**config.mk**
```make
export PLATFORM = sky130hd
export DESIGN_NAME = cts_supervisor
export DESIGN_NICKNAME = d
export VERILOG_FILES = /design/src/cts_pkg.sv /design/src/cts_level_timer.sv /design/src/cts_supervisor.sv
export SDC_FILE = /design/constraint.sdc
export NUM_CORES = 1
export LEC_CHECK = 0
export ABC_AREA = 1
export BUFFER_PORTS_ARGS = -buffer_cell sky130_fd_sc_hd__buf_2
export CELL_PAD_IN_SITES_DETAIL_PLACEMENT = 1
export CELL_PAD_IN_SITES_GLOBAL_PLACEMENT = 1
export CORE_UTILIZATION = 35
export CTS_CLUSTER_DIAMETER = 100
export CTS_CLUSTER_SIZE = 40
export DETAILED_ROUTE_END_ITERATION = 8
export GPL_TIMING_DRIVEN = 0
export PLACE_DENSITY_LB_ADDON = 0.1
export SYNTH_ARGS = -nofsm -noshare
export SYNTH_HDL_FRONTEND = slang
export SYNTH_SLANG_ARGS = --single-unit
```
**constraint.sdc**
```tcl
create_clock -name ref_clk -period 2.5 [get_ports ref_clk]
set_input_delay 0.25 -clock ref_clk [delete_from_list [all_inputs] [get_ports ref_clk]]
set_output_delay 0.25 -clock ref_clk [all_outputs]
set_load 0.05 [all_outputs]
```
**src/cts_pkg.sv**
```systemverilog
// Purpose: Shared constants and types for the CAN transceiver mode supervisor
// Assumes: 50 MHz reference clock
// Notes: Times are in ns; cycle counts derive from them
package cts_pkg;

	////////////////////////////////////////////////////////////////////////////
	// Clock and times
	localparam int CLK_PERIOD_NS = 20;
	localparam int ENABLE_DELAY_NS = 200000;
	localparam int WAKE_MIN_DOMINANT_NS = 5000;
	localparam int WAKE_MAX_GAP_NS = 1000000;
	localparam int TRANSMIT_DOMINANT_TIMEOUT_NS = 4500000;
	localparam int BUS_DOMINANT_TIMEOUT_NS = 4500000;

	// Least time rounds up, longest time rounds down, never below one cycle
	function automatic int cyc_least(input int t_ns);
		int c;
		c = (t_ns + CLK_PERIOD_NS - 1) / CLK_PERIOD_NS;
		return (c < 1) ? 1 : c;
	endfunction

	function automatic int cyc_longest(input int t_ns);
		int c;
		c = t_ns / CLK_PERIOD_NS;
		return (c < 1) ? 1 : c;
	endfunction

	localparam int ENABLE_DELAY_CYC = cyc_least(ENABLE_DELAY_NS);
	localparam int WAKE_MIN_DOMINANT_CYC = cyc_least(WAKE_MIN_DOMINANT_NS);
	localparam int WAKE_MAX_GAP_CYC = cyc_longest(WAKE_MAX_GAP_NS);
	localparam int TRANSMIT_DOMINANT_TIMEOUT_CYC = cyc_least(TRANSMIT_DOMINANT_TIMEOUT_NS);
	localparam int BUS_DOMINANT_TIMEOUT_CYC = cyc_least(BUS_DOMINANT_TIMEOUT_NS);
	localparam int CNT_W = 20;

	////////////////////////////////////////////////////////////////////////////
	// Modes and states
	typedef enum logic [1:0] {
		CTS_OFF = 2'h0,
		CTS_WAKE = 2'h1,
		CTS_RXONLY = 2'h2,
		CTS_NORMAL = 2'h3
	} cts_mode_t;

	typedef enum logic [2:0] {
		CHIP_INIT = 3'h0,
		CHIP_NORMAL = 3'h1,
		CHIP_STOP = 3'h2,
		CHIP_SLEEP = 3'h3,
		CHIP_RESTART = 3'h4,
		CHIP_FAILSAFE = 3'h5
	} cts_chip_t;

	typedef enum logic [2:0] {
		W_IDLE = 3'h0,
		W_DOM1 = 3'h1,
		W_HOLD1 = 3'h2,
		W_GAP = 3'h3,
		W_DOM2 = 3'h4
	} cts_wstate_t;

	////////////////////////////////////////////////////////////////////////////
	// Values after reset
	localparam cts_mode_t MODE_AT_RESET = CTS_OFF;
	localparam cts_chip_t CHIP_AT_RESET = CHIP_INIT;
	localparam logic TX_AT_RESET = 1'h1;

endpackage

```
**src/cts_level_timer.sv**
```systemverilog
// Purpose: Counts how long a level has been held and flags the limit
// Assumes: Level is synchronous to ref_clk
// Notes: Count saturates at LIMIT; a low level restarts it
`timescale 1ns/1ns
`default_nettype none
module cts_level_timer #(
	parameter int LIMIT = 4,
	parameter int W = 20
) (
	// Clock and reset
	input wire logic ref_clk,
	input wire logic rst,
	// Level and result
	input wire logic level,
	output logic expired
);
	import cts_pkg::*;

	logic [W-1:0] cnt;

	////////////////////////////////////////////////////////////////////////////
	// Saturating counter
	always_ff @(posedge ref_clk) begin
		if (rst || !level) begin
			cnt <= '0;
		end else if (cnt != W'(LIMIT)) begin
			cnt <= cnt + 1'h1;
		end
	end

	assign expired = (cnt == W'(LIMIT));
endmodule
`default_nettype wire

```
**src/cts_supervisor.sv**
```systemverilog
// Purpose: Mode control and fault supervision of a high-speed CAN transceiver
// Assumes: Chip mode and control strobes come from logic on ref_clk
// Notes: Pins and analog comparator outputs pass two flip-flops first
// Notes on behaviour
// - Transceiver starts Off; Off selectable in every chip mode; bus undriven.
// - In Off mode bus wake activity is ignored and never flagged.
// - Normal mode accepted only while chip is in Normal or Stop mode.
// - In Normal mode transmit input low drives dominant, high recessive.
// - After enabling, only a dominant level starting afterwards reaches the bus.
// - Receiving modes show bus state on receive output, low means dominant.
// - Receive-Only in chip Normal or Stop: driver off, reception continues.
// - Wake-Capable selectable in Stop, Sleep, Restart, Normal; forced in Fail-Safe.
// - Bus wake in Wake-Capable drives receive output low until mode changes.
// - Wake needs two long dominant phases split by a short recessive gap.
// - After wake the mode field still reads Wake-Capable, receive output low.
// - Leaving Wake-Capable and returning rearms detection; flag clear not needed.
// - Chip entering Stop, Sleep or Fail-Safe rearms wake detection.
// - Wake in chip Stop or Normal: interrupt low, wake flag, receive low.
// - No automatic Stop to Normal change after wake; controller commands it.
// - Wake in Stop with watchdog off and bus-wake option enables watchdog.
// - Wake in Sleep requests Restart, records source, raises no interrupt.
// - Wake in Restart or Fail-Safe requests Restart, interrupt stays high.
// - Transmit dominant timeout disables driver, sets fault, resumes when recessive.
// - Bus dominant timeout in any mode sets fault, mode unchanged.
// - Supply undervoltage in Normal sets flag, disables transmitter, resumes.
`timescale 1ns/1ns
`default_nettype none
module cts_supervisor #(
	parameter int ENABLE_DELAY_CYC = cts_pkg::ENABLE_DELAY_CYC,
	parameter int WAKE_MIN_CYC = cts_pkg::WAKE_MIN_DOMINANT_CYC,
	parameter int WAKE_GAP_CYC = cts_pkg::WAKE_MAX_GAP_CYC,
	parameter int TX_TIMEOUT_CYC = cts_pkg::TRANSMIT_DOMINANT_TIMEOUT_CYC,
	parameter int BUS_TIMEOUT_CYC = cts_pkg::BUS_DOMINANT_TIMEOUT_CYC
) (
	// Clock and reset
	input wire logic ref_clk,
	input wire logic rst,
	// Protocol controller side
	input wire logic can_transmit_input,
	output logic rx_out,
	// Bus front end
	input wire logic bus_dominant_in,
	input wire logic transceiver_supply_pin_low,
	output logic bus_drive_dominant,
	output logic driver_enable,
	output logic bus_bias_on,
	// Mode control
	input wire logic mode_write,
	input wire cts_pkg::cts_mode_t mode_req,
	input wire cts_pkg::cts_chip_t chip_mode,
	output var cts_pkg::cts_mode_t mode_field,
	// Status flags
	input wire logic wake_flag_clear,
	input wire logic fail_flag_clear,
	input wire logic undervolt_flag_clear,
	output logic bus_wake_flag,
	output logic can_fail_flag,
	output logic transceiver_supply_undervolt_flag,
	// Wake reactions
	input wire logic watchdog_disabled,
	input wire logic watchdog_on_bus_wake,
	output logic int_n,
	output logic chip_restart_req,
	output logic watchdog_enable_req
);
	import cts_pkg::*;

	logic tx_meta, tx_s, bus_meta, bus_s, uv_meta, uv_s;
	cts_chip_t chip_prev;
	logic chip_entry, mode_accept, mode_change;
	logic is_normal, en_done, tx_ok, tx_to, tx_to_d, bus_to, bus_to_d;
	logic uv_act, drv_ok, armed, woken, wake_hit, wake_active;
	cts_wstate_t wstate;
	logic [CNT_W-1:0] wcnt;

	function automatic logic mode_allowed(input cts_mode_t m, input cts_chip_t c);
		logic ok;
		ok = 1'h0;
		case (m)
			CTS_OFF: ok = 1'h1;
			CTS_NORMAL, CTS_RXONLY: ok = (c == CHIP_NORMAL) || (c == CHIP_STOP);
			CTS_WAKE: ok = (c == CHIP_STOP) || (c == CHIP_SLEEP) || (c == CHIP_RESTART)
				|| (c == CHIP_NORMAL) || (c == CHIP_FAILSAFE);
			default: ok = 1'h0;
		endcase
		return ok;
	endfunction

	////////////////////////////////////////////////////////////////////////////
	// Input synchronisers
	always_ff @(posedge ref_clk) begin
		if (rst) begin
			tx_meta <= TX_AT_RESET;
			tx_s <= TX_AT_RESET;
			bus_meta <= 1'h0;
			bus_s <= 1'h0;
			uv_meta <= 1'h0;
			uv_s <= 1'h0;
		end else begin
			tx_meta <= can_transmit_input;
			tx_s <= tx_meta;
			bus_meta <= bus_dominant_in;
			bus_s <= bus_meta;
			uv_meta <= transceiver_supply_pin_low;
			uv_s <= uv_meta;
		end
	end

	////////////////////////////////////////////////////////////////////////////
	// Transceiver mode selection
	assign chip_entry = (chip_mode != chip_prev);
	assign mode_accept = mode_write && mode_allowed(mode_req, chip_mode);
	assign mode_change = mode_accept && (mode_req != mode_field);

	always_ff @(posedge ref_clk) begin
		if (rst) begin
			chip_prev <= CHIP_AT_RESET;
		end else begin
			chip_prev <= chip_mode;
		end
	end

	always_ff @(posedge ref_clk) begin
		if (rst) begin
			mode_field <= MODE_AT_RESET;
		end else if (chip_entry && chip_mode == CHIP_FAILSAFE) begin
			mode_field <= CTS_WAKE;
		end else if (mode_accept) begin
			mode_field <= mode_req;
		end
	end

	////////////////////////////////////////////////////////////////////////////
	// Wake arming and wake memory
	always_ff @(posedge ref_clk) begin
		if (rst) begin
			armed <= 1'h0;
		end else if (chip_entry && (chip_mode == CHIP_STOP || chip_mode == CHIP_SLEEP
			|| chip_mode == CHIP_FAILSAFE)) begin
			armed <= 1'h1;
		end else if (mode_change) begin
			armed <= (mode_req == CTS_WAKE);
		end else if (wake_hit) begin
			armed <= 1'h0;
		end
	end

	always_ff @(posedge ref_clk) begin
		if (rst) begin
			woken <= 1'h0;
		end else if (mode_change) begin
			woken <= 1'h0;
		end else if (wake_hit) begin
			woken <= 1'h1;
		end
	end

	////////////////////////////////////////////////////////////////////////////
	// Wake pattern filter
	assign wake_active = (mode_field == CTS_WAKE) && armed;

	always_ff @(posedge ref_clk) begin
		if (rst || !wake_active) begin
			wstate <= W_IDLE;
			wcnt <= '0;
			wake_hit <= 1'h0;
		end else begin
			wake_hit <= 1'h0;
			case (wstate)
				W_IDLE: begin
					if (bus_s) begin
						wstate <= W_DOM1;
						wcnt <= CNT_W'(1);
					end
				end
				W_DOM1: begin
					if (!bus_s) begin
						wstate <= W_IDLE;
					end else if (wcnt == CNT_W'(WAKE_MIN_CYC)) begin
						wstate <= W_HOLD1;
					end else begin
						wcnt <= wcnt + 1'h1;
					end
				end
				W_HOLD1: begin
					if (!bus_s) begin
						wstate <= W_GAP;
						wcnt <= CNT_W'(1);
					end
				end
				W_GAP: begin
					if (bus_s) begin
						wstate <= W_DOM2;
						wcnt <= CNT_W'(1);
					end else if (wcnt == CNT_W'(WAKE_GAP_CYC - 1)) begin
						wstate <= W_IDLE;
					end else begin
						wcnt <= wcnt + 1'h1;
					end
				end
				W_DOM2: begin
					if (!bus_s) begin
						wstate <= W_GAP;
						wcnt <= CNT_W'(1);
					end else if (wcnt == CNT_W'(WAKE_MIN_CYC)) begin
						wstate <= W_IDLE;
						wake_hit <= 1'h1;
					end else begin
						wcnt <= wcnt + 1'h1;
					end
				end
				default: begin
					wstate <= W_IDLE;
				end
			endcase
		end
	end

	////////////////////////////////////////////////////////////////////////////
	// Chip reactions to a bus wake; Stop never moves to Normal here
	always_ff @(posedge ref_clk) begin
		if (rst) begin
			int_n <= 1'h1;
			chip_restart_req <= 1'h0;
			watchdog_enable_req <= 1'h0;
		end else begin
			int_n <= !(wake_hit && (chip_mode == CHIP_NORMAL || chip_mode == CHIP_STOP));
			chip_restart_req <= wake_hit && (chip_mode == CHIP_SLEEP
				|| chip_mode == CHIP_RESTART || chip_mode == CHIP_FAILSAFE);
			watchdog_enable_req <= wake_hit && chip_mode == CHIP_STOP
				&& watchdog_disabled && watchdog_on_bus_wake;
		end
	end

	always_ff @(posedge ref_clk) begin
		if (rst) begin
			bus_wake_flag <= 1'h0;
		end else if (wake_hit) begin
			bus_wake_flag <= 1'h1;
		end else if (wake_flag_clear) begin
			bus_wake_flag <= 1'h0;
		end
	end

	////////////////////////////////////////////////////////////////////////////
	// Enabling delay and transmit gating
	assign is_normal = (mode_field == CTS_NORMAL);

	cts_level_timer #(.LIMIT(ENABLE_DELAY_CYC), .W(CNT_W)) u_enable (
		.ref_clk(ref_clk),
		.rst(rst),
		.level(is_normal),
		.expired(en_done)
	);

	// A dominant level that started before enabling ended stays blocked
	always_ff @(posedge ref_clk) begin
		if (rst || !is_normal || !en_done) begin
			tx_ok <= 1'h0;
		end else if (tx_s) begin
			tx_ok <= 1'h1;
		end
	end

	////////////////////////////////////////////////////////////////////////////
	// Fault supervision
	cts_level_timer #(.LIMIT(TX_TIMEOUT_CYC), .W(CNT_W)) u_tx_timeout (
		.ref_clk(ref_clk),
		.rst(rst),
		.level(is_normal && !tx_s),
		.expired(tx_to)
	);

	cts_level_timer #(.LIMIT(BUS_TIMEOUT_CYC), .W(CNT_W)) u_bus_timeout (
		.ref_clk(ref_clk),
		.rst(rst),
		.level(bus_s),
		.expired(bus_to)
	);

	assign uv_act = is_normal && uv_s;

	always_ff @(posedge ref_clk) begin
		if (rst) begin
			tx_to_d <= 1'h0;
			bus_to_d <= 1'h0;
		end else begin
			tx_to_d <= tx_to;
			bus_to_d <= bus_to;
		end
	end

	always_ff @(posedge ref_clk) begin
		if (rst) begin
			can_fail_flag <= 1'h0;
		end else if ((tx_to && !tx_to_d) || (bus_to && !bus_to_d)) begin
			can_fail_flag <= 1'h1;
		end else if (fail_flag_clear) begin
			can_fail_flag <= 1'h0;
		end
	end

	always_ff @(posedge ref_clk) begin
		if (rst) begin
			transceiver_supply_undervolt_flag <= 1'h0;
		end else if (uv_act) begin
			transceiver_supply_undervolt_flag <= 1'h1;
		end else if (undervolt_flag_clear) begin
			transceiver_supply_undervolt_flag <= 1'h0;
		end
	end

	////////////////////////////////////////////////////////////////////////////
	// Bus driver and receive output
	assign drv_ok = is_normal && en_done && !tx_to && !uv_act;

	always_ff @(posedge ref_clk) begin
		if (rst) begin
			driver_enable <= 1'h0;
			bus_drive_dominant <= 1'h0;
			bus_bias_on <= 1'h0;
		end else begin
			driver_enable <= drv_ok;
			bus_drive_dominant <= drv_ok && tx_ok && !tx_s;
			bus_bias_on <= is_normal || (mode_field == CTS_RXONLY);
		end
	end

	always_ff @(posedge ref_clk) begin
		if (rst) begin
			rx_out <= 1'h1;
		end else begin
			case (mode_field)
				CTS_NORMAL, CTS_RXONLY: rx_out <= !bus_s;
				CTS_WAKE: rx_out <= !woken;
				default: rx_out <= 1'h1;
			endcase
		end
	end
endmodule
`default_nettype wire

```
==> out/metrics.cfg, run 1 <==
[logic_synthesis]
synth_top_area_cell=dfxtp_1
syn_nets=866
ys_warn_count=0
synthArstFlopShare=0
synthFlopType=dfxtp_1
synth_area_per_cell_um2=6.840
yosys-top-cells-count=nand2_1, nor2_1, inv_1
synth.area.top_cells=dfxtp_1, nand2_1, nor2_1
synth-edff-count=0
syn_area_um2=5759
synthCells=842
ys_seq_elements=110
synth_most_common_cell=nand2_1
ys_types=44
synth_seq_area_share=0.3824
yosysTopAreaCellShare=0.3824

[clocking]
cts_tree=built
cts_buffer_depth=2
postCtsHoldBufs=0
post_cts_buffers=0
clk_latency_ns=0.36
post_cts_resized=0
cts_buffers=9
clock-root-buffer=clkbuf_16
htreeDepth=3
numClockSinks=110
path_clk_slew_ns=0.08

[floorplan]
rows=46
die_area_um2=16970
start_util=0.3599
die_w_um=130.3
coreArea_um2=16000
io_pins=28
dieHeight_um=130.3

[sta]
max_slew_margin=0.5461
rsz0062_at_grt=false
period_needed_ns=1.915
setup_ws_ns=0.5846
hold_ws_ns=0.09257
min_period_over_period=0.7662
setup_viol=0
fmax_mhz=522.1
tightest_slew_ns=0.6808
hold_viol_final=0
tns_ns=0
maxSlewViolCount=0
finClkSkew_ns=0.008280

[detailed_routing]
post_drt_wl_per_cell_um=14.33
wl_mm=15.76
first_pass_iters=4
ant_nets=0
drc=0
drt_iter0_drc=186
via_per_inst=4.953
routed-via-count=5448

[setup_path]
cp_max_fo=6
end_kind=flip-flop
critical_path_arrival_ns=2.21
worstPathRequired_ns=2.79
crit_type=flip-flop to flip-flop
rrSetupSlack_ns=0.58
rr_worst_depth=9
timing.rr.start=wcnt[0]$_SDFFE_PP0P_
cp-startpoint=wcnt[0]$_SDFFE_PP0P_
startpoint_type=flip-flop
r2r_end=wstate[0]$_SDFFE_PP0P_

[grt]
grt_pass1_wl_mm=26.61
grt_max_degree=19
grt-ovfl-total=0
grtUsageTotal=0.1988
antenna_found_initial=0
grt_pass1_vias=5615

[finish]
multiInputGateArea_um2=3005
stdcell_area_um2=6442
utilization=0.4026
nFillCells=2123
drive_gt1_frac=0.1267
layout.cells.non_filler=1100
regArea_um2=2202
diodes=0
synthToLayoutAreaGrowth_pct=11.86
final_nets=903

[placed_design]
portBuffers=26
dp_hpwl_mm=12.37
post-place-ws_ns=0.6366
gp_congestion=0.8321
dpl.cell_count=1084
placed_cell_area_um2=6160

[hold_path]
holdCritPathClass=input port to flip-flop
hp-start=wake_flag_clear
whs_endpoint=bus_wake_flag$_SDFFE_PP0P_
worstHoldPathCells=2

[pwr]
power.density_nw_per_um2=516.1
ir_drop_uv=340.0
power_leakage_nw=2.487
finalPower_mw=3.325

[job]
cap_viol_max_count=0

[status]
status=complete, no violations

-- cell families after synthesis --
| family | after synthesis | share of synthesized area |
|---|---|---|
| fa+ha+maj | 8 | 0.01738 |
| simple gates | 440 | 0.3578 |
| compound gates | 133 | 0.1269 |
| buf+inv | 138 | 0.09581 |
| flops | 110 | 0.3824 |
| xor+xnor | 13 | 0.01977 |
-- critical path, stage by stage (launching register included) --
cell     delay, ns
dfxtp_1       0.40
ha_1          0.20
nand2_1       0.11
nor2_4        0.18
nand3_2       0.15
o21ai_0       0.38
nand3_1       0.19
nand2_1       0.10
nand2_1       0.05
nor2_1        0.09
-- registers in the layout, summed over array words and instances (netlist names), 2 cells and up --
| register | flops |
|---|---|
| chip_prev | 3 |
| mode_field | 2 |
| u_bus_timeout.cnt | 20 |
| u_enable.cnt | 20 |
| u_tx_timeout.cnt | 20 |
| wcnt | 20 |
| wstate | 3 |
-- power breakdown --
part / switching (mW) / internal, mW
clock network: 0.709 / 0.711
registers: 0.0109 / 1.76
logic: 0.0883 / 0.0425
-- final cells by class --
cell class / instances / share of cell area
Timing Repair Buffer: 26 / 0.02020
Sequential cell: 110 / 0.3418
Clock buffer: 10 / 0.03709
Tap cell: 216 / 0.04195
Clock inverter: 6 / 0.006797
Inverter: 126 / 0.07341
Buffer: 12 / 0.01224
Multi-Input combinational cell: 594 / 0.4665
-- how the worst max path moves through the flow --
stage                                             end  slack (ns)  depth (start not counted)
global placement                 wcnt[7]$_SDFFE_PP0P_        0.70                         10
CTS                            wstate[0]$_SDFFE_PP0P_        0.61                          9
finish                         wstate[0]$_SDFFE_PP0P_        0.58                          9
floorplan           u_tx_timeout.cnt[19]$_SDFFE_PP0N_        0.86                          7
detailed placement             wstate[0]$_SDFFE_PP0P_        0.64                          9
global route                   wstate[1]$_SDFFE_PP0P_        0.40                          9
-- routing by layer --
metal  global-route usage  vias to the layer above  wire [um]
met5                    0                        -          0
met4              0.06703                        0        254
met3              0.03239                       21        337
met2               0.3598                       47       7797
met1               0.2370                     2583       7370
li1                     -                     2797          -
-- placed cells by master, fill, tap and decap left out, types with 9 or more instances in the layout --
cell / count
a21oi_1: 62
buf_2: 31
clkbuf_16: 9
dfxtp_1: 110
inv_1: 114
inv_2: 10
nand2_1: 161
nand2_2: 13
nand3_1: 48
nand4_1: 20
nor2_1: 118
nor3_1: 31
o21ai_0: 46
xor2_1: 9
Power figures use the tool's default switching activity.
==> run 2: changes to the inputs <==
--- a/config.mk
+++ b/config.mk
@@ -5,7 +5,7 @@
 export SDC_FILE = /design/constraint.sdc
 export NUM_CORES = 1
 export LEC_CHECK = 0
-export ABC_AREA = 1
+export ABC_AREA = 0
 export BUFFER_PORTS_ARGS = -buffer_cell sky130_fd_sc_hd__buf_2
 export CELL_PAD_IN_SITES_DETAIL_PLACEMENT = 1
 export CELL_PAD_IN_SITES_GLOBAL_PLACEMENT = 1
==> constraint.sdc (replaced) <==
create_clock -name ref_clk -period 1.58 [get_ports ref_clk]
set_input_delay 0.158 -clock ref_clk [delete_from_list [all_inputs] [get_ports ref_clk]]
set_output_delay 0.158 -clock ref_clk [all_outputs]
set_load 0.05 [all_outputs]
==> out/metrics.cfg, run 2 <==
[setup_path]
startpoint_type=flip-flop
cp_max_fo=6
slowest_stage=or4_4
slowest_delay_ns=0.56
critical_path_arrival_ns=2.26
cp_cell_sequence=or4_4, or2_1, buf_6, buf_4, nor4_2, nor4_1, o31a_1
crit_type=flip-flop to flip-flop
end_kind=flip-flop
worstPathRequired_ns=1.83

[grt]
grt_pass1_wl_mm=28.08
grtUsageTotal=0.2178
antenna_found_initial=0
grt-ovfl-total=0
grt_pass1_vias=5611
grt_max_degree=20

[clocking]
clock-root-buffer=clkbuf_16
htreeDepth=3
cts_buffer_depth=2
path_clk_slew_ns=0.07
numClockSinks=110
cts_tree=built
cts_buffers=9
clk_latency_ns=0.37

[sta]
hold_viol_final=0
setup_viol=40
maxSlewViolCount=0
period_needed_ns=2.006
fmax_mhz=498.6
min_period_over_period=1.269
rsz0062_at_grt=true
tightest_slew_ns=0.6729
max_slew_margin=0.5514
tns_ns=-9.882
setup_ws_ns=-0.4258
finClkSkew_ns=0.01253

[finish]
utilization=0.5215
nFillCells=1693
final_common_cell=nor2_1
diodes=0
regArea_um2=2300
drive_gt1_frac=0.4054
multiInputGateArea_um2=3955
synthToLayoutAreaGrowth_pct=45.30
layout.cells.non_filler=988
final_nets=796
final_cell_mix=nor2_1, buf_4, dfxtp_1

[floorplan]
coreArea_um2=15260
start_util=0.3589
die_area_um2=16150
rows=45
dieHeight_um=127.1
io_pins=28
die_w_um=127.1

[detailed_routing]
via_per_inst=5.395
drc=0
post_drt_wl_per_cell_um=17.73
wl_mm=17.52
drt_iter0_drc=186
first_pass_iters=4
routed-via-count=5330
ant_nets=0

[logic_synthesis]
synthFlopType=dfxtp_1
yosys-top-cells-count=dfxtp_1, nor2_1, nand2_1
ys_seq_elements=110
ys_warn_count=0
synthArstFlopShare=0
synth_area_per_cell_um2=8.285
synth-edff-count=0
syn_area_um2=5477
synth_most_common_cell=dfxtp_1
synth.area.top_cells=dfxtp_1, nor2_1, xnor2_1
synthCells=661
syn_nets=685
ys_types=60
synth_seq_area_share=0.4021
yosysTopAreaCellShare=0.4021
synth_top_area_cell=dfxtp_1

[placed_design]
gp_congestion=0.8141
dp_hpwl_mm=11.20
dpl.cell_count=897
portBuffers=25

[pwr]
finalPower_mw=5.335
power_leakage_nw=2.749
power.density_nw_per_um2=670.4
ir_drop_uv=537.4

[job]
cap_viol_max_count=0

[status]
status=finished with violations
violations=negative setup slack

[hold_path]
holdCritPathClass=input port to flip-flop

## run 2: power breakdown
| part | internal [mW] | leakage [nW] | switching, mW | total [mW] |
|---|---|---|---|---|
| sequential | 2.76 | 0.917 | 0.0159 | 2.78 |
| combinational | 0.0874 | 1.69 | 0.133 | 0.221 |
| clock | 1.25 | 0.144 | 1.09 | 2.33 |
## run 2: path summary, 6_finish.rpt
path / start / to / slack (ns) / cells past startpoint
max: wcnt[19]$_SDFFE_PP0P_ / wstate[0]$_SDFFE_PP0P_ / -0.43 / 7
min: bus_dominant_in / bus_meta$_SDFF_PP0_ / 0.02 / 2
max reg2reg: wcnt[19]$_SDFFE_PP0P_ / wstate[0]$_SDFFE_PP0P_ / -0.43 / 7
min reg2reg: tx_meta$_SDFF_PP1_ / tx_s$_SDFF_PP1_ / 0.42 / 1
## run 2: area by class of cell
type,count,area share
Multi-Input combinational cell,492,0.4970
Sequential cell,110,0.2890
Timing Repair Buffer,105,0.1006
Tap cell,211,0.03318
Buffer,28,0.03019
Clock buffer,10,0.02877
Inverter,26,0.01258
Clock inverter,6,0.008648
## run 2: logic make-up (layout without fill, tap and decap cells)
group	count (synthesis)	in the layout	synth area share
AO/OA/AOI/OAI	95	95	0.1177
XOR/XNOR	53	53	0.08476
adder cells (fa/ha/maj)	8	8	0.01828
buffers and inverters	59	175	0.04181
flip-flops	110	110	0.4021
multiplexers	4	4	0.007311
AND/OR/NAND/NOR	332	332	0.3281
## run 2: routing by layer
layer | share of wire | GRT usage | up-vias
met2 | 0.54 | 0.4072 | 62
met1 | 0.42 | 0.2532 | 2665
met4 | 0.016 | 0.04972 | 0
met3 | 0.023 | 0.04564 | 23
li1 | - | - | 2580
met5 | 0 | 0 | -
## run 2: critical path, delay by kind of cell, from the launching register on
| family | cells | cell delay [ns] |
|---|---|---|
| AND/OR/NAND/NOR | 4 | 1.06 |
| flip-flops | 1 | 0.33 |
| buffers and inverters | 2 | 0.28 |
| AO/OA/AOI/OAI | 1 | 0.23 |
## run 2: repair_timing
action / in CTS / in global routing
resized for setup: 121 / 82
hold buffers: 1 / 0
setup endpoints to repair: 74 / 70
hold endpoints to repair: 1 / 0
buffers inserted: 51 / 28
pin swaps: 50 / 41
gates cloned: 0 / 0
## run 2: metrics by stage
stage | instance area, um2 | hold WS [ns] | worst slack [ns]
finish | 7958 | 0.02214 | -0.4258
floorplan | 5872 | 0.2335 | -0.2761
global route | 7958 | 0.02887 | -0.4732
global placement | 6261 | 0.3448 | -0.5942
CTS | 7450 | 0.01234 | -0.4273
detailed placement | 6261 | 0.3499 | -0.6191
==> run 3: changes to the inputs <==
--- a/config.mk
+++ b/config.mk
@@ -14,6 +14,7 @@
 export CTS_CLUSTER_SIZE = 40
 export DETAILED_ROUTE_END_ITERATION = 8
 export GPL_TIMING_DRIVEN = 0
+export HOLD_SLACK_MARGIN = 0.1
 export PLACE_DENSITY_LB_ADDON = 0.1
 export SYNTH_ARGS = -nofsm -noshare
 export SYNTH_HDL_FRONTEND = slang
==> constraint.sdc (replaced) <==
create_clock -name ref_clk -period 2.01 [get_ports ref_clk]
set_input_delay 0.1005 -clock ref_clk [delete_from_list [all_inputs] [get_ports ref_clk]]
set_output_delay 0.1005 -clock ref_clk [all_outputs]
set_load 0.05 [all_outputs]
==> out/metrics.cfg, run 3 (synthesis gave the netlist of run 2 again) <==
[setup_path]
worstPathRequired_ns=2.29
startpoint_type=flip-flop
timing.rr.start=wcnt[0]$_SDFFE_PP0P_
end_kind=flip-flop
rrSetupSlack_ns=-0.002
cp_max_fo=6
critical_path_arrival_ns=2.29
crit_type=flip-flop to flip-flop
rr_worst_depth=8
r2r_end=wcnt[11]$_SDFFE_PP0P_

[finish]
nFillCells=1789
diodes=0
stdcell_area_um2=6690
final_cell_mix=dfxtp_1, nor2_1, nand2_1
final_common_cell=dfxtp_1
final_nets=741
synthToLayoutAreaGrowth_pct=22.16
drive_gt1_frac=0.1845

[sta]
maxSlewViolCount=0
period_needed_ns=2.012
setup_viol=2
finClkSkew_ns=0.008750
max_slew_margin=0.6379
setup_ws_ns=-0.001671
hold_viol_final=0
tightest_slew_ns=0.5432
fmax_mhz=497.1
min_period_over_period=1.001
rsz0062_at_grt=true
tns_ns=-0.002495

[detailed_routing]
routed-via-count=5037
wl_mm=15.85
post_drt_wl_per_cell_um=17.00
drc=0
first_pass_iters=4
ant_nets=0
drt_iter0_drc=191
via_per_inst=5.405

[clocking]
path_clk_slew_ns=0.08
cts_tree=built
cts_buffers=9
numClockSinks=110
cts_buffer_depth=2
clk_latency_ns=0.36
htreeDepth=3
clock-root-buffer=clkbuf_16

[hold_path]
hp-start=mode_req[1]
whs_endpoint=mode_field[1]$_SDFFE_PP0P_
holdCritPathClass=input port to flip-flop
worstHoldPathCells=3

[pwr]
power_leakage_nw=2.151
ir_drop_uv=409.0
power.density_nw_per_um2=612.3

[grt]
grt-ovfl-total=0
grt_max_degree=18
grtUsageTotal=0.2089
grt_pass1_vias=5410
antenna_found_initial=0
grt_pass1_wl_mm=27.05

[placed_design]
gp_congestion=0.8381
dp_hpwl_mm=11.22
placed_cell_area_um2=5868
portBuffers=25

[floorplan]
die_area_um2=16150
dieHeight_um=127.1
die_w_um=127.1
rows=45
start_util=0.3589
coreArea_um2=15260
io_pins=28

[status]
status=finished with violations
violations=negative setup slack

[job]
cap_viol_max_count=0

-- run 3: how the worst max path moves through the flow --
stage	start	end	slack (ns)	cells past startpoint
floorplan	wcnt[0]$_SDFFE_PP0P_	wcnt[18]$_SDFFE_PP0P_	0.01	6
global placement	wcnt[0]$_SDFFE_PP0P_	wcnt[1]$_SDFFE_PP0P_	-0.37	7
detailed placement	wcnt[0]$_SDFFE_PP0P_	wcnt[19]$_SDFFE_PP0P_	-0.39	5
CTS	wcnt[0]$_SDFFE_PP0P_	wcnt[11]$_SDFFE_PP0P_	0.003	8
global route	wcnt[0]$_SDFFE_PP0P_	wcnt[1]$_SDFFE_PP0P_	-0.11	8
finish	wcnt[0]$_SDFFE_PP0P_	wcnt[11]$_SDFFE_PP0P_	-0.002	8
-- run 3: power by group --
part / total [mW] / internal (mW) / switching (mW) / leakage [nW]
clock network: 1.73 / 0.870 / 0.859 / 0.127
registers: 2.20 / 2.19 / 0.0129 / 0.897
logic: 0.166 / 0.0687 / 0.0977 / 1.13
-- run 3: worst max-delay path: stages (launching register included) --
cell and delay [ns]:
dfxtp_4 0.37, inv_1 0.07, ha_1 0.16, nor4b_2 0.24, nand4_1 0.22, buf_4 0.22, o41ai_4 0.34, nor3_4 0.13
a211oi_2 0.18
-- run 3: timing repair --
action	CTS	global route
buffers inserted	13	2
hold endpoints to repair	11	0
setup endpoints to repair	43	46
resized for setup	64	30
hold buffers	11	0
pin swaps	14	3
-- run 3: layout make-up --
class,count,area (um2),area share
buffer,27,152.6,0.02282
sequential,110,2228,0.3331
tap,211,264.0,0.03946
inverter,26,97.59,0.01459
multi-input combinational,492,3324,0.4969
timing repair buffer,51,347.8,0.05199
clock inverter,5,36.28,0.005424
clock buffer,10,239.0,0.03572
-- run 3: stage by stage --
stage / power, mW / hold slack [ns] / worst slack, ns / util / instances
after global routing: 4.258 / 0.1408 / -0.1105 / 0.4385 / 932
after global placement: 2.395 / 0.3055 / -0.3671 / 0.3846 / 897
after floorplan: 2.345 / 0.1760 / 0.01351 / - / 661
after detailed placement: 2.399 / 0.3079 / -0.3941 / 0.3846 / 897
final: 4.097 / 0.1306 / -0.001671 / 0.4385 / 932
after CTS: 4.150 / 0.1183 / 0.003044 / 0.4323 / 931
-- run 3: per-layer routing --
metal  routed length, um  global-route usage  vias up
li1                    -                   -     2471
met1                7484              0.2633     2482
met2                7677              0.3578       60
met3                 405             0.03936       24
met4                 278             0.07073        0
met5                   0                   0        -
